==> config.mk <==
export PLATFORM = sky130hd
export DESIGN_NAME = otl_limit_logic
export DESIGN_NICKNAME = d
export VERILOG_FILES = /design/src/logic/otl_pkg.sv /design/src/logic/otl_limit_logic.sv /design/src/logic/otl_sync.sv
export VERILOG_INCLUDE_DIRS = /design/src /design/src/logic
export SDC_FILE = /design/constraint.sdc
export NUM_CORES = 1
export LEC_CHECK = 0
export BUFFER_PORTS_ARGS = -buffer_cell sky130_fd_sc_hd__buf_2
export CAP_MARGIN = 20
export CELL_PAD_IN_SITES_DETAIL_PLACEMENT = 1
export CELL_PAD_IN_SITES_GLOBAL_PLACEMENT = 1
export CORE_ASPECT_RATIO = 1.5
export CORE_MARGIN = 2
export CORE_UTILIZATION = 25
export DETAILED_ROUTE_END_ITERATION = 10
export PLACE_DENSITY = 0.6
export SLEW_MARGIN = 20
export SYNTH_ARGS = -nofsm -noshare
export SYNTH_HDL_FRONTEND = slang
export SYNTH_SLANG_ARGS = --single-unit
==> constraint.sdc <==
create_clock -name clk -period 9.1 [get_ports clk]
set_input_delay 1.82 -clock clk [delete_from_list [all_inputs] [get_ports clk]]
set_output_delay 1.82 -clock clk [all_outputs]
set_load 0.01 [all_outputs]
==> src/logic/otl_map.svh <==
// register offsets, field positions, reset values and timing counts of the limit logic
`ifndef OTL_MAP_SVH
`define OTL_MAP_SVH

`define OTL_ADDR_W        8
`define OTL_REG_FUNC_SEL  8'h00
`define OTL_REG_DIR_SEL   8'h04
`define OTL_REG_STOP_SEL  8'h08
`define OTL_REG_PLUG_TRQ  8'h0C
`define OTL_REG_ACTIVE    8'h10
`define OTL_REG_LIVE      8'h14
`define OTL_REG_IRQ_STS   8'h18
`define OTL_REG_IRQ_CLR   8'h1C
`define OTL_REG_IRQ_EN    8'h20
`define OTL_REG_POS_ERR   8'h24

`define OTL_FUNC_FWD_DIS  1
`define OTL_FUNC_REV_DIS  2
`define OTL_FUNC_SWAP     3
`define OTL_DIR_REV       0

`define OTL_FUNC_RST      4'h0
`define OTL_DIR_RST       1'b0
`define OTL_STOP_RST      4'h0
`define OTL_PLUG_RST      9'h12C
`define OTL_PLUG_MAX      9'h12C

`define OTL_IRQ_FWD_OT    0
`define OTL_IRQ_REV_OT    1
`define OTL_IRQ_STOPPED   2
`define OTL_IRQ_W         3

`define OTL_SYNC_STAGES   2

`endif

==> src/logic/otl_pkg.sv <==
// types shared by the overtravel limit logic
package otl_pkg;

	typedef struct packed {
		logic       swapInputs;
		logic       revDisable;
		logic       fwdDisable;
		logic       dirReverse;
		logic [3:0] stopSel;
	} otl_cfg_t;

	typedef enum logic [2:0] {
		ST_RUN        = 3'b000,
		ST_STOP_DB    = 3'b001,
		ST_STOP_COAST = 3'b010,
		ST_STOP_PLUG  = 3'b011,
		ST_HOLD_COAST = 3'b100,
		ST_HOLD_CLAMP = 3'b101
	} otl_state_t;

	typedef struct packed {
		logic dynBrakeOn;
		logic coastOn;
		logic plugBrakeOn;
		logic zeroClampOn;
	} otl_stop_t;

endpackage

==> src/logic/otl_limit_logic.sv <==
// overtravel limit logic with wishbone register file
//
// What this block does
// RULE1 - direction mode zero: counterclockwise is forward, guarded by the forward limit.
// RULE2 - direction mode one: clockwise is forward, guarded by the forward limit.
// RULE3 - forward limit low allows forward motion; high prohibits it, forward overtravel.
// RULE4 - reverse limit low allows reverse motion; high prohibits it, reverse overtravel.
// RULE5 - motion opposite to the overtravel direction stays allowed.
// RULE6 - position error pulses are kept after an overtravel stop until clear input.
// RULE7 - forward disable digit one ignores the forward limit; zero uses it.
// RULE8 - reverse disable digit one ignores the reverse limit; zero uses it.
// RULE9 - limit behaviour applies in speed, position and torque control alike.
// RULE10 - limit enable digits take effect only at the next power-up.
// RULE11 - vertical axes should use stop method five, zero clamp after stopping.
// RULE12 - a setting can swap which connector input feeds forward and reverse limits.
// RULE13 - overtravel stops by brake, coast or plug braking, then coast or zero clamp.
// RULE14 - plug braking torque limit is a percentage, 0 to 300, default 300.
// RULE15 - both limit inputs are synchronised before use.
`timescale 1ns/100ps
`include "otl_map.svh"

module otl_limit_logic
	import otl_pkg::*;
(
	// clock and reset
	input  wire logic        clk,
	input  wire logic        rst,
	// wishbone classic slave
	input  wire logic        wb_cyc_i,
	input  wire logic        wb_stb_i,
	input  wire logic        wb_we_i,
	input  wire logic [7:0]  wb_adr_i,
	input  wire logic [3:0]  wb_sel_i,
	input  wire logic [31:0] wb_dat_i,
	output logic      [31:0] wb_dat_o,
	output logic             wb_ack_o,
	// limit switches, connector positions a and b
	input  wire logic        limitInA,
	input  wire logic        limitInB,
	// supply restore strobe, latches pending settings
	input  wire logic        supplyRestore,
	// control mode, informational only
	input  wire logic [1:0]  ctrlMode,
	// motor motion and reference direction
	input  wire logic        motorCcw,
	input  wire logic        motorCw,
	input  wire logic        refCcw,
	input  wire logic        refCw,
	// position error pulses
	input  wire logic        cmdStep,
	input  wire logic        cmdFwd,
	input  wire logic        fbStep,
	input  wire logic        fbFwd,
	input  wire logic        errorCounterClear,
	// motion permission and stop drive
	output logic             allowCcw,
	output logic             allowCw,
	output otl_stop_t        stopCtrl,
	output logic      [8:0]  plugTorqueLimit,
	output logic             fwdOvertravel,
	output logic             revOvertravel,
	output logic      [15:0] posError,
	// interrupt
	output logic             irq
);

	////////////////////////////////////////////////////////////////////////////////
	// helper functions

	function automatic logic [31:0] selMask(input logic [3:0] sel);
		logic [31:0] m;
		m = 32'h0000_0000;
		for (int b = 0; b < 4; b++)
			m[b*8 +: 8] = {8{sel[b]}};
		return m;
	endfunction

	// stop kind on overtravel; unknown codes fall back to dynamic brake
	function automatic otl_state_t stopKind(input logic [3:0] sel);
		case (sel)
			4'h1:                      stopKind = ST_STOP_COAST;
			4'h2, 4'h3, 4'h4, 4'h5:    stopKind = ST_STOP_PLUG;
			default:                   stopKind = ST_STOP_DB;
		endcase
	endfunction

	function automatic logic clampAfter(input logic [3:0] sel);
		clampAfter = (sel == 4'h4) || (sel == 4'h5);
	endfunction

	////////////////////////////////////////////////////////////////////////////////
	// registers

	logic [3:0]        funcSel_r;
	logic              dirSel_r;
	logic [3:0]        stopSel_r;
	logic [8:0]        plugTrq_r;
	otl_cfg_t          active_r;
	logic [`OTL_IRQ_W-1:0] irqSts_r;
	logic [`OTL_IRQ_W-1:0] irqEn_r;
	logic [`OTL_IRQ_W-1:0] irqEvt;
	logic [`OTL_IRQ_W-1:0] irqClr;
	logic [31:0]       wrMask;
	logic [31:0]       wrData;
	logic              wrStrobe;
	logic [31:0]       rdMux;
	otl_state_t        state_r;
	otl_state_t        state_nxt;
	logic [1:0]        limitSync;
	logic              fwdLimit;
	logic              revLimit;
	logic              fwdProhibit;
	logic              revProhibit;
	logic              movFwd;
	logic              movRev;
	logic              refFwdReq;
	logic              refRevReq;
	logic              fwdProhibitPrev_r;
	logic              revProhibitPrev_r;
	logic              stopDone;
	logic [9:0]        plugWr;

	assign wrStrobe = wb_cyc_i && wb_stb_i && wb_we_i && wb_ack_o;
	assign wrMask   = selMask(wb_sel_i);
	assign wrData   = wb_dat_i & wrMask;
	assign plugWr   = {1'b0, wrData[8:0]};

	////////////////////////////////////////////////////////////////////////////////
	// wishbone handshake: one wait state, write lands at the acked edge

	always_ff @(posedge clk or posedge rst)
	begin
		if (rst)
			wb_ack_o <= 1'b0;
		else
			wb_ack_o <= wb_cyc_i && wb_stb_i && !wb_ack_o;
	end

	always_ff @(posedge clk or posedge rst)
	begin
		if (rst)
			wb_dat_o <= 32'h0000_0000;
		else if (wb_cyc_i && wb_stb_i && !wb_ack_o)
			wb_dat_o <= rdMux;
	end

	always_comb
	begin
		rdMux = 32'h0000_0000;
		case (wb_adr_i)
			`OTL_REG_FUNC_SEL: rdMux = {28'h000_0000, funcSel_r};
			`OTL_REG_DIR_SEL:  rdMux = {31'h0000_0000, dirSel_r};
			`OTL_REG_STOP_SEL: rdMux = {28'h000_0000, stopSel_r};
			`OTL_REG_PLUG_TRQ: rdMux = {23'h00_0000, plugTrq_r};
			`OTL_REG_ACTIVE:   rdMux = {24'h00_0000, active_r};
			`OTL_REG_LIVE:     rdMux = {20'h0_0000, ctrlMode, state_r, limitSync, 3'b000,
				revProhibit, fwdProhibit};
			`OTL_REG_IRQ_STS:  rdMux = {29'h0000_0000, irqSts_r};
			`OTL_REG_IRQ_EN:   rdMux = {29'h0000_0000, irqEn_r};
			`OTL_REG_POS_ERR:  rdMux = {16'h0000, posError};
			default:           rdMux = 32'h0000_0000;
		endcase
	end

	////////////////////////////////////////////////////////////////////////////////
	// pending settings, writable at any time

	always_ff @(posedge clk or posedge rst)
	begin
		if (rst)
		begin
			funcSel_r <= `OTL_FUNC_RST;
			dirSel_r  <= `OTL_DIR_RST;
			stopSel_r <= `OTL_STOP_RST;
		end
		else if (wrStrobe)
		begin
			if (wb_adr_i == `OTL_REG_FUNC_SEL)
				funcSel_r <= (funcSel_r & ~wrMask[3:0]) | wrData[3:0];
			if (wb_adr_i == `OTL_REG_DIR_SEL && wb_sel_i[0])
				dirSel_r <= wrData[`OTL_DIR_REV];
			if (wb_adr_i == `OTL_REG_STOP_SEL)
				stopSel_r <= (stopSel_r & ~wrMask[3:0]) | wrData[3:0];
		end
	end

	// torque limit acts at once; 9-bit values above full range saturate, higher bus bits are dropped
	always_ff @(posedge clk or posedge rst)
	begin
		if (rst)
			plugTrq_r <= `OTL_PLUG_RST;
		else if (wrStrobe && wb_adr_i == `OTL_REG_PLUG_TRQ && wb_sel_i[1:0] == 2'b11)
			plugTrq_r <= (plugWr > {1'b0, `OTL_PLUG_MAX}) ? `OTL_PLUG_MAX
				: wrData[8:0]; // RULE14
	end

	// settings take hold only on supply restore, whether or not the motor is moving
	always_ff @(posedge clk or posedge rst)
	begin
		if (rst)
			active_r <= '0;
		else if (supplyRestore)
			active_r <= {funcSel_r[`OTL_FUNC_SWAP], funcSel_r[`OTL_FUNC_REV_DIS],
				funcSel_r[`OTL_FUNC_FWD_DIS], dirSel_r, stopSel_r}; // RULE10
	end

	////////////////////////////////////////////////////////////////////////////////
	// limit inputs and permission

	otl_sync #(
		.WIDTH(`OTL_SYNC_STAGES)
	) u_sync (
		.clk     (clk),
		.rst     (rst),
		.asyncIn ({limitInB, limitInA}),
		.syncOut (limitSync)
	); // RULE15

	assign fwdLimit    = active_r.swapInputs ? limitSync[1] : limitSync[0]; // RULE12
	assign revLimit    = active_r.swapInputs ? limitSync[0] : limitSync[1]; // RULE12
	// no mode gating here: same limit action in every control mode
	assign fwdProhibit = fwdLimit && !active_r.fwdDisable; // RULE3 RULE7 RULE9
	assign revProhibit = revLimit && !active_r.revDisable; // RULE4 RULE8 RULE9

	assign movFwd    = active_r.dirReverse ? motorCw : motorCcw; // RULE1 RULE2
	assign movRev    = active_r.dirReverse ? motorCcw : motorCw; // RULE1 RULE2
	assign refFwdReq = active_r.dirReverse ? refCw : refCcw;
	assign refRevReq = active_r.dirReverse ? refCcw : refCw;

	// each direction is gated only by its own limit
	always_ff @(posedge clk or posedge rst)
	begin
		if (rst)
		begin
			allowCcw <= 1'b0;
			allowCw  <= 1'b0;
		end
		else
		begin
			allowCcw <= active_r.dirReverse ? !revProhibit : !fwdProhibit; // RULE1 RULE5
			allowCw  <= active_r.dirReverse ? !fwdProhibit : !revProhibit; // RULE2 RULE5
		end
	end

	always_ff @(posedge clk or posedge rst)
	begin
		if (rst)
		begin
			fwdOvertravel <= 1'b1;
			revOvertravel <= 1'b1;
		end
		else
		begin
			fwdOvertravel <= fwdProhibit; // RULE3
			revOvertravel <= revProhibit; // RULE4
		end
	end

	////////////////////////////////////////////////////////////////////////////////
	// stop sequence

	assign stopDone = !motorCcw && !motorCw;

	always_comb
	begin
		state_nxt = state_r;
		case (state_r)
			ST_RUN:
				if ((fwdProhibit && movFwd) || (revProhibit && movRev))
					state_nxt = stopKind(active_r.stopSel); // RULE13
			ST_STOP_DB, ST_STOP_COAST, ST_STOP_PLUG:
				if (stopDone)
					state_nxt = clampAfter(active_r.stopSel) ? ST_HOLD_CLAMP
						: ST_HOLD_COAST; // RULE13 RULE11
			ST_HOLD_COAST, ST_HOLD_CLAMP:
				// release on clear limits or a reference that points away
				if ((!fwdProhibit && !revProhibit) || (fwdProhibit && refRevReq && !refFwdReq)
					|| (revProhibit && refFwdReq && !refRevReq))
					state_nxt = ST_RUN; // RULE5
			default:
				state_nxt = ST_RUN;
		endcase
	end

	always_ff @(posedge clk or posedge rst)
	begin
		if (rst)
			state_r <= ST_RUN;
		else
			state_r <= state_nxt;
	end

	always_ff @(posedge clk or posedge rst)
	begin
		if (rst)
		begin
			stopCtrl        <= '0;
			plugTorqueLimit <= `OTL_PLUG_RST;
		end
		else
		begin
			stopCtrl.dynBrakeOn  <= (state_nxt == ST_STOP_DB); // RULE13
			stopCtrl.coastOn     <= (state_nxt == ST_STOP_COAST) || (state_nxt == ST_HOLD_COAST);
			stopCtrl.plugBrakeOn <= (state_nxt == ST_STOP_PLUG); // RULE13
			stopCtrl.zeroClampOn <= (state_nxt == ST_HOLD_CLAMP);
			plugTorqueLimit      <= plugTrq_r; // RULE14
		end
	end

	////////////////////////////////////////////////////////////////////////////////
	// position error: never dropped by the stop, only by the clear input

	always_ff @(posedge clk or posedge rst)
	begin
		if (rst)
			posError <= 16'h0000;
		else if (errorCounterClear)
			posError <= 16'h0000; // RULE6
		else
			posError <= posError
				+ ((cmdStep && cmdFwd) ? 16'h0001 : 16'h0000)
				- ((cmdStep && !cmdFwd) ? 16'h0001 : 16'h0000)
				- ((fbStep && fbFwd) ? 16'h0001 : 16'h0000)
				+ ((fbStep && !fbFwd) ? 16'h0001 : 16'h0000); // RULE6
	end

	////////////////////////////////////////////////////////////////////////////////
	// interrupts: set wins over a clear in the same cycle

	always_ff @(posedge clk or posedge rst)
	begin
		if (rst)
		begin
			fwdProhibitPrev_r <= 1'b1;
			revProhibitPrev_r <= 1'b1;
		end
		else
		begin
			fwdProhibitPrev_r <= fwdProhibit;
			revProhibitPrev_r <= revProhibit;
		end
	end

	assign irqEvt[`OTL_IRQ_FWD_OT]  = fwdProhibit && !fwdProhibitPrev_r;
	assign irqEvt[`OTL_IRQ_REV_OT]  = revProhibit && !revProhibitPrev_r;
	assign irqEvt[`OTL_IRQ_STOPPED] = (state_r == ST_STOP_DB || state_r == ST_STOP_COAST
		|| state_r == ST_STOP_PLUG) && stopDone;
	assign irqClr = (wrStrobe && wb_adr_i == `OTL_REG_IRQ_CLR) ? wrData[`OTL_IRQ_W-1:0]
		: '0;

	always_ff @(posedge clk or posedge rst)
	begin
		if (rst)
			irqSts_r <= '0;
		else
			irqSts_r <= (irqSts_r & ~irqClr) | irqEvt;
	end

	always_ff @(posedge clk or posedge rst)
	begin
		if (rst)
			irqEn_r <= '0;
		else if (wrStrobe && wb_adr_i == `OTL_REG_IRQ_EN && wb_sel_i[0])
			irqEn_r <= wrData[`OTL_IRQ_W-1:0];
	end

	always_ff @(posedge clk or posedge rst)
	begin
		if (rst)
			irq <= 1'b0;
		else
			irq <= |((irqSts_r & ~irqClr | irqEvt) & irqEn_r);
	end

endmodule

==> src/logic/otl_sync.sv <==
// two-flop level synchroniser for the limit switch inputs
`timescale 1ns/100ps
`include "otl_map.svh"

module otl_sync #(
	parameter int WIDTH = 2
) (
	// clock and reset
	input  wire logic             clk,
	input  wire logic             rst,
	// levels
	input  wire logic [WIDTH-1:0] asyncIn,
	output logic      [WIDTH-1:0] syncOut
);

	logic [WIDTH-1:0] stage1_r;

	genvar i;
	generate
		for (i = 0; i < WIDTH; i++)
		begin : g_bit
			// reset to high: a limit reads as prohibited until proven clear
			always_ff @(posedge clk or posedge rst)
			begin
				if (rst)
				begin
					stage1_r[i] <= 1'b1;
					syncOut[i]  <= 1'b1;
				end
				else
				begin
					stage1_r[i] <= asyncIn[i];
					syncOut[i]  <= stage1_r[i];
				end
			end
		end
	endgenerate

endmodule

==> metrics <==
status complete, no violations; reg2reg end posError[15]; post-synthesis async set-or-reset flop share 100.0%; die area 0.02093 mm^2; Register-to-Register Setup Slack 6.07 ns; vias in the first global route 4268; standard-cell rows 63; grt ovf 0; Setup Skew 0.01343 ns; RSZ-0062 raised after global routing false; Pwr Total 1.509 mW; die height 176.2 um; Worst Tran Pin Value 0.9806 ns; vias 3946; number of synthesized flops with an enable pin 0; hold buffer count at cts 0; Hold Crit Class reg -> reg; Final min period 4.277 ns; Rel. slew slack 34.45%; most frequent cells after synthesis 76 x dfrtp_1, 35 x inv_1, 33 x nor2_1; cell taking the most area after synthesis dfrtp_1; FF+latch count, synth 90; PnR worst setup slack 4.823 ns; Total GRT Usage 14.67%; Post-CTS Setup Bufs 0; Layout area overhead 19.52%; Worst Setup Path Type in -> reg; diode count 0; Clock Latency Late Sink 0.35 ns; Synth Area per Inst 10.32 um^2; Worst Hold Endpoint u_sync.syncOut[1]; DP Wirelength 11730 um; CTS resizes 0; Ys Warns 0; crit path max fanout 4; Final Max Tran Viols 0; initial antenna violation count 0; most common cell in the netlist dfrtp_1; largest net degree at the start of global routing 57; sequential area share after synthesis 45.94%; worst ir drop on vdd 0.1052 mV; area of the core 0.01955 mm^2; Yosys cell types 74; WHS 0.3586 ns; detailed-route DRC error count 0; DR WL/cell 17.99 um; reg-to-reg startpoint posError[0]; Lkg Pwr 2.751 nW; initial core utilization 25.28%; Final GP Congestion 0.8231; CTS tree done; Top FF cell, synth dfrtp_1; die width 118.8 um; Mapped Cells 479; Via density 4.771; drt first pass iters 4; Min-Delay Path Depth 0; ranking of synthesized cells by area dfrtp_1 38%, dfstp_2 7.4%, mux2_2 5.9%; Hold Vio Cnt, Final 0; Num CTS Buffers 9; PwrDens 255.6 mW/mm^2; CTS clock-pin slew for the worst setup and hold paths 0.06 ns; Post-layout nets 642; Critical Path RT 9.33 ns; clock buffer depth 2; final wirelength 14880 um; worst path arrival time 4.51 ns; Setup violations, final 0; post-synth top area share 38.49%; Filler Cell Count 2331; synthesized area 0.004941 mm^2; Detail Route Antenna Nets 0; Initial DRC Count 147; IO Port Bufs 88; number of H-tree branching levels 3; layout cells sized above 1 28.92%; first-pass GRT wire length 23640 um; Final Cycle Share 47.00%; Startpoint Class input pin; Max Cap Viol 0; Fmax 0.2338 GHz; pre-CTS setup slack 4.405 ns; CTS Sinks 90; Worst Setup End Kind flop; Setup TNS 0 ns; CTS root buffer clkbuf_16; I/O pins 130; worst hold start u_sync.stage1_r[1]; path depth of the worst reg2reg path 11
## worst max-delay path, cell delays in order
cell     delay [ns]
buf_2          0.09
nand2_1        0.07
xor2_1         0.17
fa_1           0.40
inv_1          0.07
ha_1           0.18
inv_1          0.06
fa_1           0.38
nor2b_1        0.26
o31ai_1        0.14
a21oi_1        0.37
a31oi_1        0.18
mux2_2         0.29
## metrics by stage
| stage | std cells | util, % | cell area [um^2] |
|---|---|---|---|
| 6_report | 827 | 30.21 | 5906 |
| 5_1_grt | 827 | 30.21 | 5906 |
| 4_1_cts | 827 | 30.21 | 5906 |
| 3_5_place_dp | 811 | 28.37 | 5545 |
| 3_3_place_gp | 811 | 28.37 | 5545 |
| 2_1_floorplan | 494 | - | 4997 |
## how the worst max path moves through the flow
stage                 from                    endpoint  cells after the start
finish              fbStep                posError[15]                     13
global route        fbStep                posError[15]                     13
CTS                 fbStep                posError[15]                     13
detailed placement  fbStep                posError[15]                     13
global placement    fbStep                posError[15]                     13
floorplan              rst  asynchronous set/reset pin                      1
## cell usage in the layout, fill, tap and decap left out, drive strengths merged, types with 3 or more instances in the layout
master | netlist | layout
a22o | 11 | 11
xor2 | 3 | 3
nor3 | 8 | 8
a211oi | 7 | 7
and2 | 6 | 6
nand4 | 4 | 4
nand2 | 27 | 27
mux2i | 11 | 11
nand2b | 3 | 3
dfrtp | 76 | 76
buf | 26 | 89
a31oi | 4 | 4
mux2 | 26 | 26
ha | 15 | 15
nor4 | 5 | 5
and3 | 5 | 5
nor2b | 12 | 12
bufinv | 0 | 4
dfstp | 14 | 14
nand3 | 14 | 14
clkbuf | 6 | 11
o21a | 3 | 3
a22oi | 5 | 5
o21ai | 32 | 32
or2 | 6 | 6
a21o | 9 | 9
inv | 35 | 34
nor4b | 5 | 5
a21oi | 24 | 24
a21boi | 3 | 3
conb | 1 | 16
nor2 | 33 | 33
## per-layer routing
layer | part of all wire, % | wire (um) | track usage, % | up-vias
met5 | 0 | 0 | 0 | -
met4 | 2.4 | 358 | 6.548 | 0
met3 | 3.5 | 524 | 1.841 | 13
met2 | 56 | 8349 | 27.87 | 94
met1 | 38 | 5648 | 16.11 | 1975
li1 | - | - | - | 1864
## state kept, by name, indices dropped and copies added (netlist names), 2 cells and up, named ones only
register         count
active_r             8
plugTorqueLimit      9
irqEn_r              3
state_r              3
irqSts_r             3
u_sync.syncOut       2
stopCtrl             4
u_sync.stage1_r      2
posError            16
wb_dat_o            16
plugTrq_r            9
## report_power, final
| group | switching [mW] | leakage [nW] | internal [mW] |
|---|---|---|---|
| clock network | 0.157 | 0.170 | 0.296 |
| registers | 0.0510 | 1.11 | 0.443 |
| logic | 0.321 | 1.47 | 0.241 |
| total | 0.529 | 2.75 | 0.980 |
## area by class of cell
cell class / count / area [um^2] / area share (%)
clock buffer: 11 / 232.7 / 3.941
clock inverter: 5 / 127.6 / 2.161
inverter: 35 / 132.6 / 2.246
multi-input combinational: 337 / 2370 / 40.13
sequential: 90 / 2270 / 38.43
tap: 260 / 325.3 / 5.508
timing repair buffer: 89 / 447.9 / 7.585
## logic make-up (layout without fill, tap and decap cells)
kind of cell | Yosys count | after routing | synth area share (%)
multiplexers | 37 | 37 | 8.154
AO/OA/AOI/OAI | 126 | 126 | 17.75
buffers and inverters | 67 | 140 | 7.242
other | 1 | 16 | 0.07590
adder cells (fa/ha/maj) | 17 | 17 | 4.609
XOR/XNOR | 4 | 4 | 0.7092
flip-flops | 90 | 90 | 45.94
AND/OR/NAND/NOR | 137 | 137 | 15.52
No activity file was read; power rests on OpenSTA's default activity.
